File: src/hdl/udp_regs.svh
// Purpose : Offsets, field positions and reset values of the serial data port
// Assumes : Byte addressing on a 32-bit Avalon-MM slave, one word per register
// Notes   : Definitions only; include by bare name

`ifndef UDP_REGS_SVH
`define UDP_REGS_SVH

// Register byte offsets
`define UDP_ADDR_DATA       4'h0
`define UDP_ADDR_STAT       4'h4
`define UDP_ADDR_MASK       4'h8
`define UDP_ADDR_CTRL       4'hC

// Data window field positions
`define UDP_DATA_NOISE      15
`define UDP_DATA_PARERR     14
`define UDP_DATA_FRAME      13
`define UDP_DATA_VOID       12
`define UDP_DATA_QUIET      11
`define UDP_DATA_TOP        9
`define UDP_DATA_BIT8       8
`define UDP_DATA_BIT7       7

// Control field positions
`define UDP_CTRL_PARITY_ON  0
`define UDP_CTRL_PARITY_ODD 1
`define UDP_CTRL_NINE_BIT   2

// Interrupt status and mask field positions
`define UDP_IRQ_RX_ARRIVE   0
`define UDP_IRQ_RX_ERROR    1
`define UDP_IRQ_TX_FREE     2

// Reset values
`define UDP_CTRL_RST        3'h0
`define UDP_MASK_RST        3'h0
`define UDP_STAT_RST        3'h0
`define UDP_RDATA_RST       32'h00000000
`define UDP_CHAR_RST        10'h000

`endif

File: src/hdl/udp_pkg.sv
// Purpose : Types shared by the serial data port files
// Assumes : Nothing is imported; users write udp_pkg::name
// Notes   : All state of the top module lives in one packed struct

package udp_pkg;

    // Bus answer sequencer, Gray coded along idle -> answer -> idle
    typedef enum logic [1:0] {
        udp_st_idle   = 2'b00,
        udp_st_answer = 2'b01
    } udp_bus_st_t;

    // Complete register state of the data port
    typedef struct packed {
        udp_bus_st_t bus_st;
        logic        waitreq;
        logic [31:0] rdata;
        logic        rx_full;
        logic        rx_ready;
        logic [9:0]  rx_data;
        logic        rx_noise_flag;
        logic        rx_parity_error;
        logic        rx_frame_err;
        logic        line_quiet_before_char;
        logic        tx_full;
        logic [9:0]  tx_data;
        logic        tx_special;
        logic        tx_idle_char;
        logic        parity_on;
        logic        parity_odd;
        logic        nine_bit;
        logic [2:0]  irq_stat;
        logic [2:0]  irq_mask;
        logic        irq;
    } udp_state_t;

endpackage

File: src/hdl/udp_parity.sv
// Purpose : Parity value of a character, for generation and for checking
// Assumes : Parity bit sits just before the stop bit: bit 8 in nine-bit mode,
//           bit 7 otherwise
// Notes   : Purely combinational; the same logic serves transmit and receive

`timescale 1ns/1ns

module udp_parity (
    // Character and format
    input  wire logic [9:0] i_data,
    input  wire logic       i_nine_bit,
    input  wire logic       i_odd,
    // Parity bit that belongs in the parity position
    output logic            o_parity
);

    // Fold only the bits below the parity position
    always_comb begin
        if (i_nine_bit) begin
            o_parity = (^i_data[7:0]) ^ i_odd;
        end else begin
            o_parity = (^i_data[6:0]) ^ i_odd;
        end
    end

endmodule

File: src/hdl/udp_data_port.sv
// Purpose : Data register port of an asynchronous serial transceiver
// Assumes : Receive and transmit buffer handshakes come from logic on i_clk;
//           baud generation and shifting live outside this block
// Notes   : Avalon-MM slave with registered waitrequest and readdata;
//           a data write waits while the transmit buffer is still occupied
//
// Notes on behaviour
// - One address reads the receive buffer and writes the transmit buffer.
// - Data window reads and writes clear the related interrupt status bits.
// - Bits 31 to 16 and bit 10 of the data window read as zero.
// - Bit 15 on read tells whether the held character was sampled with noise.
// - Bit 14 on read tells whether the held character failed its parity check.
// - Bit 13 on read tells whether the held character had a bad stop bit.
// - Bit 13 set on write sends a special character instead of the data bits.
// - A special character is a break when bit 9 is 0 and an idle when it is 1.
// - Bit 12 on read is set while the receive buffer holds no character.
// - Bit 11 on read tells that the line was idle before the held character.
// - Bits 9 to 0 carry the character bit for bit on read and on write.
// - With parity on, the bit just before the stop bit is the parity bit.
//
// Decided for this implementation: the register offsets and the Avalon-MM slave port.

`timescale 1ns/1ns

`include "udp_regs.svh"

module udp_data_port (
    // Clock and reset
    input  wire logic        i_clk,
    input  wire logic        i_resetn,
    // Avalon-MM slave
    input  wire logic [3:0]  i_address,
    input  wire logic        i_read,
    input  wire logic        i_write,
    input  wire logic [3:0]  i_byteenable,
    input  wire logic [31:0] i_writedata,
    output logic [31:0]      o_readdata,
    output logic             o_waitrequest,
    // Interrupt
    output logic             o_irq,
    // Receive buffer handshake from the receive shifter
    input  wire logic        i_rx_valid,
    input  wire logic [9:0]  i_rx_data,
    input  wire logic        i_rx_noise,
    input  wire logic        i_rx_frame_err,
    input  wire logic        i_rx_line_quiet,
    output logic             o_rx_ready,
    // Transmit buffer handshake to the transmit shifter
    output logic             o_tx_valid,
    output logic [9:0]       o_tx_data,
    output logic             o_tx_special,
    output logic             o_tx_idle_char,
    input  wire logic        i_tx_ready
);

    // Reset image of the whole state
    localparam udp_pkg::udp_state_t STATE_RST = '{
        bus_st                 : udp_pkg::udp_st_idle,
        waitreq                : 1'b1,
        rdata                  : `UDP_RDATA_RST,
        rx_full                : 1'b0,
        rx_ready               : 1'b1,
        rx_data                : `UDP_CHAR_RST,
        rx_noise_flag          : 1'b0,
        rx_parity_error        : 1'b0,
        rx_frame_err           : 1'b0,
        line_quiet_before_char : 1'b0,
        tx_full                : 1'b0,
        tx_data                : `UDP_CHAR_RST,
        tx_special             : 1'b0,
        tx_idle_char           : 1'b0,
        parity_on              : 1'b0,
        parity_odd             : 1'b0,
        nine_bit               : 1'b0,
        irq_stat               : `UDP_STAT_RST,
        irq_mask               : `UDP_MASK_RST,
        irq                    : 1'b0
    };

    udp_pkg::udp_state_t state_q;
    udp_pkg::udp_state_t state_d;

    logic        req_seen;
    logic        is_data;
    logic        do_read;
    logic        do_write;
    logic        rd_pop;
    logic        rx_take;
    logic        tx_hand;
    logic [15:0] wr_low;
    logic        wr_special;
    logic        tx_par_bit;
    logic        rx_par_bit;
    logic        rx_par_seen;
    logic        rx_perr;
    logic [9:0]  tx_word;
    logic [31:0] rd_word;
    logic [31:0] data_word;

    // A request is taken only while idle with waitrequest high, so the held
    // request of the answer cycle is never taken twice
    assign req_seen = (i_read | i_write) & state_q.waitreq
                      & (state_q.bus_st == udp_pkg::udp_st_idle);
    assign is_data  = (i_address == `UDP_ADDR_DATA);

    // Data writes stall while the transmit buffer is occupied; the master
    // sees waitrequest high until the shifter takes the pending character
    assign do_write = req_seen & i_write & ~i_read & (~is_data | ~state_q.tx_full);
    assign do_read  = req_seen & i_read & ~i_write;

    // Only a read that finds a character pops it
    assign rd_pop   = do_read & is_data & state_q.rx_full;

    // Buffer handshakes with the shifters
    assign rx_take  = i_rx_valid & state_q.rx_ready;
    assign tx_hand  = state_q.tx_full & i_tx_ready;

    // Write data of the two low byte lanes; a lane not enabled writes zero
    assign wr_low[7:0]  = i_byteenable[0] ? i_writedata[7:0] : 8'h00;
    assign wr_low[15:8] = i_byteenable[1] ? i_writedata[15:8] : 8'h00;
    assign wr_special   = wr_low[`UDP_DATA_FRAME];

    // Two copies, so transmit and receive parity never share a path
    // Parity generation on the written character
    udp_parity u_tx_parity (
        .i_data     (wr_low[9:0]),
        .i_nine_bit (state_q.nine_bit),
        .i_odd      (state_q.parity_odd),
        .o_parity   (tx_par_bit)
    );

    // Parity check on the arriving character
    udp_parity u_rx_parity (
        .i_data     (i_rx_data),
        .i_nine_bit (state_q.nine_bit),
        .i_odd      (state_q.parity_odd),
        .o_parity   (rx_par_bit)
    );

    // The received parity bit sits just before the stop bit
    assign rx_par_seen = state_q.nine_bit ? i_rx_data[`UDP_DATA_BIT8]
                                          : i_rx_data[`UDP_DATA_BIT7];
    assign rx_perr     = state_q.parity_on & (rx_par_seen != rx_par_bit);

    // Character handed to the shifter; special characters pass untouched,
    // since their bits only select break or idle
    always_comb begin
        tx_word = wr_low[9:0];
        if (~wr_special && state_q.parity_on) begin
            if (state_q.nine_bit) begin
                tx_word[`UDP_DATA_BIT8] = tx_par_bit;
            end else begin
                tx_word[`UDP_DATA_BIT7] = tx_par_bit;
            end
        end
    end

    // Read image of the data window; unlisted bits stay zero
    always_comb begin
        data_word                   = 32'h00000000;
        data_word[9:0]              = state_q.rx_data;
        data_word[`UDP_DATA_NOISE]  = state_q.rx_noise_flag;
        data_word[`UDP_DATA_PARERR] = state_q.rx_parity_error;
        data_word[`UDP_DATA_FRAME]  = state_q.rx_frame_err;
        data_word[`UDP_DATA_VOID]   = ~state_q.rx_full;
        data_word[`UDP_DATA_QUIET]  = state_q.line_quiet_before_char;
    end

    // Read multiplexer; an unmapped offset reads zero
    // Decoded from the live address, so the image is that of the taking edge
    always_comb begin
        rd_word = 32'h00000000;
        case (i_address)
            `UDP_ADDR_DATA: begin
                rd_word = data_word;
            end
            `UDP_ADDR_STAT: begin
                rd_word[2:0] = state_q.irq_stat;
            end
            `UDP_ADDR_MASK: begin
                rd_word[2:0] = state_q.irq_mask;
            end
            `UDP_ADDR_CTRL: begin
                rd_word[`UDP_CTRL_PARITY_ON]  = state_q.parity_on;
                rd_word[`UDP_CTRL_PARITY_ODD] = state_q.parity_odd;
                rd_word[`UDP_CTRL_NINE_BIT]   = state_q.nine_bit;
            end
            default: begin
                rd_word = 32'h00000000;
            end
        endcase
    end

    // Next state of the whole port; clears are applied before sets so that
    // an event landing in the clearing cycle survives
    always_comb begin
        state_d = state_q;

        // Bus answer: one cycle of waitrequest low with the read data
        case (state_q.bus_st)
            udp_pkg::udp_st_idle: begin
                if (do_read || do_write) begin
                    state_d.bus_st  = udp_pkg::udp_st_answer;
                    state_d.waitreq = 1'b0;
                    state_d.rdata   = do_read ? rd_word : state_q.rdata;
                end
            end
            udp_pkg::udp_st_answer: begin
                state_d.bus_st  = udp_pkg::udp_st_idle;
                state_d.waitreq = 1'b1;
            end
            default: begin
                state_d.bus_st  = udp_pkg::udp_st_idle;
                state_d.waitreq = 1'b1;
            end
        endcase

        // Reading a held character frees the buffer and its status
        if (rd_pop) begin
            state_d.rx_full                      = 1'b0;
            state_d.irq_stat[`UDP_IRQ_RX_ARRIVE] = 1'b0;
            state_d.irq_stat[`UDP_IRQ_RX_ERROR]  = 1'b0;
        end

        // Register writes; status, mask and control take lane 0 only,
        // so a wider write never disturbs them
        if (do_write) begin
            case (i_address)
                `UDP_ADDR_DATA: begin
                    state_d.tx_full                    = 1'b1;
                    state_d.tx_data                    = tx_word;
                    state_d.tx_special                 = wr_special;
                    state_d.tx_idle_char               = wr_special
                                                         & wr_low[`UDP_DATA_TOP];
                    state_d.irq_stat[`UDP_IRQ_TX_FREE] = 1'b0;
                end
                `UDP_ADDR_STAT: begin
                    state_d.irq_stat = state_d.irq_stat & ~wr_low[2:0];
                end
                `UDP_ADDR_MASK: begin
                    state_d.irq_mask = wr_low[2:0];
                end
                `UDP_ADDR_CTRL: begin
                    state_d.parity_on  = wr_low[`UDP_CTRL_PARITY_ON];
                    state_d.parity_odd = wr_low[`UDP_CTRL_PARITY_ODD];
                    state_d.nine_bit   = wr_low[`UDP_CTRL_NINE_BIT];
                end
                default: begin
                    state_d.irq_mask = state_d.irq_mask;
                end
            endcase
        end

        // Shifter takes the pending character; cannot meet a data write,
        // which needs the buffer empty
        if (tx_hand) begin
            state_d.tx_full                    = 1'b0;
            state_d.irq_stat[`UDP_IRQ_TX_FREE] = 1'b1;
        end

        // Only one character is held; the shifter must keep offering while
        // the buffer is full, since nothing here can store a second one
        // A new character enters only an empty buffer, so nothing is lost
        if (rx_take) begin
            state_d.rx_full                = 1'b1;
            state_d.rx_data                = i_rx_data;
            state_d.rx_noise_flag          = i_rx_noise;
            state_d.rx_parity_error        = rx_perr;
            state_d.rx_frame_err           = i_rx_frame_err;
            state_d.line_quiet_before_char = i_rx_line_quiet;
            state_d.irq_stat[`UDP_IRQ_RX_ARRIVE] = 1'b1;
            if (i_rx_noise || rx_perr || i_rx_frame_err) begin
                state_d.irq_stat[`UDP_IRQ_RX_ERROR] = 1'b1;
            end
        end

        // Ready and interrupt are registered images of the next state
        state_d.rx_ready = ~state_d.rx_full;
        state_d.irq      = |(state_d.irq_stat & state_d.irq_mask);
    end

    // State register; reset needs no clock, every field loads a constant
    always_ff @(posedge i_clk or negedge i_resetn) begin
        if (!i_resetn) begin
            state_q <= STATE_RST;
        end else begin
            state_q <= state_d;
        end
    end

    // Outputs straight from the state register
    assign o_readdata     = state_q.rdata;
    assign o_waitrequest  = state_q.waitreq;
    assign o_irq          = state_q.irq;
    assign o_rx_ready     = state_q.rx_ready;
    assign o_tx_valid     = state_q.tx_full;
    assign o_tx_data      = state_q.tx_data;
    assign o_tx_special   = state_q.tx_special;
    assign o_tx_idle_char = state_q.tx_idle_char;

endmodule

File: config.mk
export PLATFORM = sky130hd
export DESIGN_NAME = udp_data_port
export DESIGN_NICKNAME = d
export VERILOG_FILES = /design/src/hdl/udp_pkg.sv /design/src/hdl/udp_parity.sv /design/src/hdl/udp_data_port.sv
export VERILOG_INCLUDE_DIRS = /design/src /design/src/hdl
export SDC_FILE = /design/constraint.sdc
export NUM_CORES = 1
export LEC_CHECK = 0
export ABC_AREA = 0
export BUFFER_PORTS_ARGS = -buffer_cell sky130_fd_sc_hd__buf_2
export CAP_MARGIN = 5
export CORE_UTILIZATION = 53
export DETAILED_ROUTE_END_ITERATION = 7
export PLACE_DENSITY = 0.82
export SYNTH_ARGS = -nofsm -noshare
export SYNTH_HDL_FRONTEND = slang
export SYNTH_SLANG_ARGS = --single-unit
File: constraint.sdc
create_clock -name i_clk -period 3.7 [get_ports i_clk]
set_clock_uncertainty 0.15 [all_clocks]
set_input_delay 0 -clock i_clk [delete_from_list [all_inputs] [get_ports i_clk]]
set_output_delay 0 -clock i_clk [all_outputs]
set_load 0.02 [all_outputs]
* Yosys cells after proc, flatten, opt, wreduce, memory -nomap -nowiden
Cells that the tools add are included.
W data, S select, Z words.
** Operators by class
- Equal/unequal tests :: 5
- Muxes and demuxes :: 26
- Bitwise operators :: 29
- Reductions and logical operators :: 17
** Operator list (count)
- $mux W35 :: 1
- $mux W32 :: 1
- $mux W13 :: 2
- $mux W22 :: 1
- $reduce_xor A8 Y1 :: 2
- $reduce_xor A7 Y1 :: 2
- $and A1 B1 Y1 :: 13
- $pmux W3 S4 :: 1
- $mux W1 :: 10
- $mux W3 :: 3
- $eq A4 B4 Y1 const B :: 2
- $mux W2 :: 4
- $mux W8 :: 1
- $not A1 Y1 :: 7
- $and A3 B3 Y3 :: 2
- $mux W6 :: 1
- $reduce_and A2 Y1 :: 3
- $eq A4 B3 Y1 const B :: 1
- $logic_not A4 Y1 :: 1
- $reduce_bool A2 Y1 :: 2
- $xor A1 B1 Y1 :: 4
- $logic_or A1 B1 Y1 :: 3
- $not A3 Y3 :: 1
- $reduce_and A3 Y1 :: 1
- other kinds (7) :: 8
** Storage, ports and cells
- Register bits after elaboration :: 74
- Bits of input ports :: 59
- Logic and storage cells :: 97

* Logic depth before layout (Yosys ltp)
Gate-level depths: netlist (run 1).
- Depth after elaboration :: 15
- Gate-level depth with buffers :: 7
- Depth with buffers taken out :: 6

* Modules after synthesis
Synthesis (run 1) repeated with hierarchy kept, for this count alone.
** Second synthesis, totals
- Cells, all modules :: 251
- Area total of the unflattened synthesis :: 2864.0 sq um
** By module, submodules not included
- udp_data_port :: instances 1, cells each 235, area each 2691.3 sq um, sequential area each 1403.8 sq um
- udp_parity :: instances 2, cells each 8, area each 86.3 sq um, sequential area each 0.0 sq um

* Worst setup path before layout (run 1)
Ideal clock, no wire load.
- Path type :: reg-to-reg
- Start point :: register state_q, in the netlist o_waitrequest
- End point :: register state_q, in the netlist o_irq
- Library setup time :: 0.118 ns
- Arrival time :: 1.621 ns
- Setup slack :: 1.811 ns
- Stages on the path, launching flop included :: 7
- Clock period less this slack :: 1.889 ns
- Path through :: dfstp_2 -> and4bb_2 -> nand4b_1 -> o211ai_1 -> nand2_2 -> a22o_1 -> a21o_1
** RTL lines
- start, declared :: line udp_data_port.sv:80 : udp_pkg::udp_state_t state_q;
- start signal, assigned :: line udp_data_port.sv:287 : state_q <= state_d;

* Final worst setup path (run 1)
- Start point :: register state_q[7] in the netlist's numbering
- End point :: register state_q, in the netlist o_tx_data[7]
** Between the ends
- Longest elaborated chain between the ends :: 3
** Ends and longest elaborated chain
- $mux W1 :: line udp_parity.sv:19 : if (i_nine_bit) begin
- $mux W1 (*) :: line udp_data_port.sv:150 : if (state_q.nine_bit) begin
- $mux W2 (*) :: line udp_data_port.sv:149 : if (~wr_special && state_q.parity_on) begin
Every way passes the cells marked *; elsewhere a longest branch is shown, timed or not.
A chain may end at the register's enable or synchronous reset.

==> run metrics, run 1 <==
status=completed; I/O pin count=107; Worst Path Required=3750 ps; LEAKAGE=around 1.7 nW; Net Sw Frac=31.8%; cell area after synthesis=2830 um2; Clk network pwr share=18.8%; R2R cell count=7; routability cong.=0.781; ys async rst share=100%; area grow syn2layout=24.0%; Gate power share=30.3%; Final Setup Violations=0; maximum VDD drop=roughly 0.27 mV; Bufs on Longest Clock Path=2; Post-DRT Antenna Nets=0; Place WS=1640 ps; unique cell type count in the Yosys netlist=40; final worst path period share=a little under two thirds; final hold violations=0; Tightest Hold Check Type=primary input to flip-flop; Buffers on Ports=66; CTS tree=yes; wire per inst=14.9 um; Synth Instances=around 260; Post-synth EDFFs=0; total grt overflow=0; initial cell density of the core=55.1%; Arr. time, crit path=between 2000 and 2500 ps; Cell Pwr Density=484 nW/um2; Int Power=0.00116 W; Num Clock Sinks=56; placement row count=26; worst slew pin tran=722 ps; die height=about 75 um; Nets=403; Final Max Tran Viols=0; CTS root buf=clkbuf_8; DR vias=about 2100; Max Fclk=423 MHz; Sequential Power Share=51.0%; Syn. warnings=0; number of global-route vias before repair=2063; CTS H-tree lvls=2; fillers=409; max_slew headroom=about half; Register Area=between 1000 and 1500 um2; first-pass GRT wire length=9670 um; n_diodes=0; Num CTS Buffers=5; max cap viols=0; minimum clock period after layout=2360 ps; Remaining DRCs=0; HPWL Detailed=3870 um; core area=5140 um2; initial antenna violation count=0; critical path class=flip-flop to flip-flop; Initial DRT Pass Iterations=4; largest net degree at the start of global routing=57; Main synth FF type=dfrtp_1; Synth Register Bits=56; worst hold path depth=3; setup bufs post-CTS=0; 1st-iter DRT viols=99; setup tns final=0 ps; Net Switching=~0.00054 W; full die area=5640 um2; Crit. End Element=flip-flop; Via density=5.05; synthesized area per cell=11.0 um2; crit-path max FO=6; final worst slack=~1300 ps; area of the multi-input gates=1110 um2; Post-Route WL=6200 um; layout cell share with drive strength beyond 1=about a quarter; Worst-Skew Late Latency=310 ps; crit start category=flip-flop; Worst-path clk slew=around 90 ps; register area share after synthesis=49.6%; Die X=~75 um; Tot GR Track Use=about a quarter; RSZ-0062 raised after global routing=false
-- path summary, 6_finish.rpt --
check | start | endpoint | slack (ps)
min in group asynchronous | i_resetn | o_readdata[14]$_DFFE_PN0P_ | 210
setup / recovery | state_q[7]$_DFFE_PN0P_ | o_tx_data[7]$_DFFE_PN0P_ | 1340
hold reg to reg | state_q[38]$_DFF_PN0_ | o_readdata[12]$_DFFE_PN0P_ | 340
hold / removal | i_address[2] | state_q[8]$_DFFE_PN0P_ | 60
setup reg to reg | state_q[7]$_DFFE_PN0P_ | o_tx_data[7]$_DFFE_PN0P_ | 1340
max in group asynchronous | i_resetn | state_q[72]$_DFFE_PN0P_ | 2730
-- power by group through the flow --
stage          clock network [W]  registers (W)  logic (W)
2_1_floorplan                  0       0.000867   0.000387
3_3_place_gp                   0       0.000867   0.000448
3_5_place_dp                   0       0.000878   0.000465
4_1_cts                 0.000325       0.000866   0.000513
5_1_grt                 0.000353       0.000885   0.000564
6_report                0.000318       0.000865   0.000514
-- metal layers --
| layer | global-route usage (%) | vias up | part of all wire [%] |
|---|---|---|---|
| li1 | - | 1010 | - |
| met1 | 29.5 | 996 | 43 |
| met2 | 40.8 | 81 | 50 |
| met3 | 5.09 | 10 | 5.8 |
| met4 | 6.92 | 0 | 1.4 |
| met5 | 0 | - | 0 |
-- repair_timing --
item,in CTS,in global routing
hold endpoints to repair,96,0
hold buffers,47,0
resized for setup,0,0
-- through the flow --
step / util (%) / total power (W) / area, um2 / hold slack, ps / cells
floorplan: - / 0.00125 / 2890 / -446 / 274
global placement: 57.5 / 0.00131 / 2960 / 20.5 / 360
detailed placement: 57.5 / 0.00134 / 2960 / 34.0 / 360
CTS: 68.3 / 0.00170 / 3510 / 54.0 / 415
global route: 68.3 / 0.00180 / 3510 / 94.7 / 415
finish: 68.3 / 0.00170 / 3510 / 59.2 / 415
-- cells in the mapped netlist (3+ instances only) --
cell | number | area, um2
a21o_1 | 3 | 22.5
a21oi_1 | 4 | 20.0
a22o_1 | 15 | 131
buf_2 | 4 | 20.0
buf_4 | 42 | 315
clkbuf_1 | 4 | 15.0
dfrtp_1 | 54 | 1350
inv_1 | 4 | 15.0
mux2_1 | 6 | 67.6
mux2_2 | 7 | 78.8
nand2_1 | 37 | 139
nand3_1 | 4 | 20.0
nand3_2 | 3 | 30.0
nor2_1 | 5 | 18.8
nor3_1 | 3 | 15.0
o211ai_1 | 3 | 22.5
o21ai_0 | 10 | 50.1
o21ai_1 | 11 | 55.1
xnor2_1 | 10 | 87.6
-- worst max-delay path: stages, from the launching register on --
cell and delay [ps]:
dfrtp_1 470, nand2_1 100, xnor2_1 220, xnor3_1 350
nand2_1 150, mux2i_1 200, nand2_1 50, dlygate4sd3_1 550
-- flip-flops by register name, indices dropped and copies added (netlist names) --
register        count
o_waitrequest       1
o_irq               1
o_rx_ready          1
data_word          14
state_q            11
o_tx_data          10
o_readdata         15
o_tx_valid          1
o_tx_special        1
o_tx_idle_char      1
-- placed cells by master, fill, tap and decap left out, types with 4 or more instances in the layout --
master / instances
a21oi_1: 4
dfrtp_1: 54
conb_1: 17
xnor2_1: 10
nand3_1: 4
a22o_1: 15
nor2_1: 5
nand2_1: 37
mux2_1: 6
buf_2: 66
mux2_2: 7
o21ai_0: 10
clkbuf_8: 5
inv_1: 4
dlygate4sd3_1: 47
o21ai_1: 11
-- cell type report --
type                            instances  share of cell area (%)
Timing Repair Buffer                  114                    23.0
Clock buffer                            8                    2.28
Multi-Input combinational cell        163                    31.7
Tap cell                               70                    2.50
Inverter                                4                   0.428
Sequential cell                        56                    40.0
-- logic make-up (layout without fill, tap and decap cells) --
| logic type | count (synthesis) | in the layout | share of synthesized area (%) |
|---|---|---|---|
| other | 1 | 17 | 0.132 |
| flip-flops | 56 | 56 | 49.6 |
| buffers and inverters | 55 | 126 | 13.2 |
| multiplexers | 18 | 18 | 8.40 |
| XOR/XNOR | 14 | 14 | 5.30 |
| AO/OA/AOI/OAI | 47 | 47 | 10.9 |
| AND/OR/NAND/NOR | 67 | 67 | 12.5 |
(Power assumes the default switching activity.)
==> inputs of run 2 (changes only) <==
--- a/config.mk
+++ b/config.mk
@@ -6,12 +6,12 @@
 export SDC_FILE = /design/constraint.sdc
 export NUM_CORES = 1
 export LEC_CHECK = 0
-export ABC_AREA = 0
+export ABC_AREA = 1
 export BUFFER_PORTS_ARGS = -buffer_cell sky130_fd_sc_hd__buf_2
 export CAP_MARGIN = 5
-export CORE_UTILIZATION = 53
+export CORE_UTILIZATION = 50
 export DETAILED_ROUTE_END_ITERATION = 7
-export PLACE_DENSITY = 0.82
+export PLACE_DENSITY = 0.77
 export SYNTH_ARGS = -nofsm -noshare
 export SYNTH_HDL_FRONTEND = slang
 export SYNTH_SLANG_ARGS = --single-unit
==> constraint.sdc (replaced) <==
create_clock -name i_clk -period 2.5 [get_ports i_clk]
set_clock_uncertainty 0.15 [all_clocks]
set_input_delay 0 -clock i_clk [delete_from_list [all_inputs] [get_ports i_clk]]
set_output_delay 0 -clock i_clk [all_outputs]
set_load 0.02 [all_outputs]
==> run metrics, run 2 <==
Worst-Skew Late Latency=310 ps (about the same); most frequent cells in the layout=142 x nand2_1, 66 x buf_2, 54 x dfrtp_1; largest net degree at the start of global routing=30 (-47%); Post-Route WL=6940 um (+12%); crit-path max FO=4 (-2); total grt overflow=0 (unchanged); I/O pin count=107 (unchanged); CTS tree=yes; Final Setup Violations=0 (unchanged); Tightest Hold Check Type=primary input to flip-flop; layout cell share with drive strength beyond 1=19.1% (-7.0 points); register area share after synthesis=45.9% (-3.7 points); maximum VDD drop=0.338 mV (+25%); Post-synth EDFFs=0 (unchanged); Synth Register Bits=56 (unchanged); Tot GR Track Use=22.7% (-0.84 points); crit start category=flip-flop; Remaining DRCs=0 (unchanged); ys async rst share=100% (unchanged); fillers=495 (+21%); area of the multi-input gates=1210 um2 (+8.3%); Crit. End Element=flip-flop; 1st-iter DRT viols=152 (+54%); most frequent cell after synthesis=nand2_1; final worst path period share=88.3% (+24 points); Via density=4.94 (-2.3%); Design Area, Final=3730 um2 (+6.4%); core area=5920 um2 (+15%); Num CTS Buffers=5 (unchanged); full die area=6440 um2 (+14%); Initial DRT Pass Iterations=4 (unchanged); worst slew pin tran=696 ps (-27.0 ps); RSZ-0062 raised after global routing=false; critical path class=flip-flop to flip-flop; Worst-path clk slew=90 ps (about the same); Max Fclk=453 MHz (+7.0%); initial cell density of the core=51.7% (-3.4 points); cell area after synthesis=3060 um2 (+8.1%); status=completed; Post-DRT Antenna Nets=0 (unchanged); Num Clock Sinks=56 (unchanged); routability cong.=0.829 (+6.1%); Main synth FF type=dfrtp_1; Syn. warnings=0 (unchanged); DR vias=2700 (+29%); Register Area=1400 um2 (unchanged); CTS root buf=clkbuf_8; max cap viols=0 (unchanged); HPWL Detailed=4740 um (+22%); max_slew headroom=53.5% (+1.8 points); Cell Pwr Density=738 nW/um2 (+53%); LEAKAGE=2.03 nW (+19%); area grow syn2layout=22.0%; n_diodes=0 (unchanged); Final Max Tran Viols=0 (unchanged); Nets=530 (+32%); top post-synthesis cells by area=dfrtp_1 44%, nand2_1 17%, buf_4 11%, inv_1 4.7%, nand3_1 4.1%; minimum clock period after layout=2210 ps (-154 ps); Buffers on Ports=66 (unchanged); CTS H-tree lvls=2 (unchanged); first-pass GRT wire length=11200 um (+16%); wire per inst=12.7 um (-15%); number of global-route vias before repair=2489 (+21%); Die X=80.2 um (+6.9%); Arr. time, crit path=2310 ps (-100 ps); final hold violations=0 (unchanged); Synth area leader=dfrtp_1; Bufs on Longest Clock Path=2 (unchanged); commonest non-fill, non-tap cell in the layout=nand2_1; placement row count=28 (+7.7%); Worst Path Required=2600 ps (-1150 ps); Area after DPL=3210 um2 (+8.5%); Synth Instances=390 (+51%); post-synth top area share=44.2% (-3.6 points); setup tns final=0 ps (unchanged); unique cell type count in the Yosys netlist=34 (-15%); synthesized area per cell=7.85 um2 (-28%); initial antenna violation count=0 (unchanged); Synth top cells by count=142 x nand2_1, 54 x dfrtp_1, 45 x buf_4; max FFs per register=15 (unchanged); die height=80.2 um (+6.9%)
-- run 2: cell types whose count changed after synthesis, moves of 7 or more --
cell | previous run | this run
a22o_1 | 15 | 7
xnor2_1 | 10 | 1
o21ai_0 | 10 | 18
inv_1 | 4 | 38
mux2_2 | 7 | 0
nand2_1 | 37 | 142
nand3_1 | 4 | 25
-- run 2: timing repair --
item,4_1_cts,5_1_grt
buffers inserted,0,0
hold buffers,39,0
gates resized for setup,0,0
endpoints found under the hold margin,61,0
-- run 2: path summary, 6_finish.rpt --
check                                          startpoint                  endpoint  slack, ps  cells after the start
min in group asynchronous                        i_resetn  data_word[3]$_DFFE_PN0P_         80                      2
worst max register to register  o_waitrequest$_DFFE_PN1P_  o_tx_data[7]$_DFFE_PN0P_        290                      7
max in group asynchronous                        i_resetn      state_q[6]$_DFF_PN0_       1470                      3
worst min register to register      state_q[38]$_DFF_PN0_      o_rx_ready$_DFF_PN1_        320                      1
worst max-delay path            o_waitrequest$_DFFE_PN1P_  o_tx_data[7]$_DFFE_PN0P_        290                      7
worst min-delay path                         i_address[3]      state_q[3]$_DFF_PN0_         20                      5
-- run 2: cell type report --
class | count | area share (%)
clock buffers | 6 | 1.94
clock inverters | 2 | 1.61
inverters | 39 | 3.92
multi-input cells | 260 | 32.3
flip-flops and latches | 56 | 37.6
well taps | 75 | 2.51
repair buffers | 109 | 20.1
-- run 2: critical path: stages, from the launching register on --
cell	delay (ps)
dfstp_2	580
nand2_1	90
nor3_4	230
o211ai_1	200
a211oi_1	210
dlygate4sd3_1	590
nand2_1	60
nand2_1	50
-- run 2: layer usage --
layer | share of wire (%) | wire length, um | GRT usage (%)
met3 | 4.4 | 307 | 3.30
met2 | 50 | 3490 | 38.5
met1 | 43 | 2970 | 28.9
met4 | 2.4 | 169 | 9.11
met5 | 0 | 0 | 0
-- run 2: logic make-up (layout without fill, tap and decap cells) --
family	Yosys count	count (layout)	share of synthesized area, %
AO/OA/AOI/OAI	53	53	10.6
XOR/XNOR	2	2	0.572
buffers and inverters	90	156	16.7
flip-flops	56	56	45.9
other	1	17	0.123
AND/OR/NAND/NOR	188	188	26.2
-- run 2: power breakdown --
group | switching, W | internal, W
clock network | 0.000293 | 0.000401
logic | 0.000472 | 0.000314
registers | 0.000134 | 0.00114
total | 0.000899 | 0.00186
-- run 2: metrics by stage --
stage	hold slack, ps	instances	setup WS (ps)	utilization [%]	total power [W]
after floorplan	-446	406	836	-	0.00185
after global placement	-105	500	488	54.2	0.00196
after detailed placement	-93.1	500	431	54.2	0.00199
after CTS	1.45	547	333	63.1	0.00276
after global routing	15.5	547	170	63.1	0.00292
final	18.0	547	291	63.1	0.00276
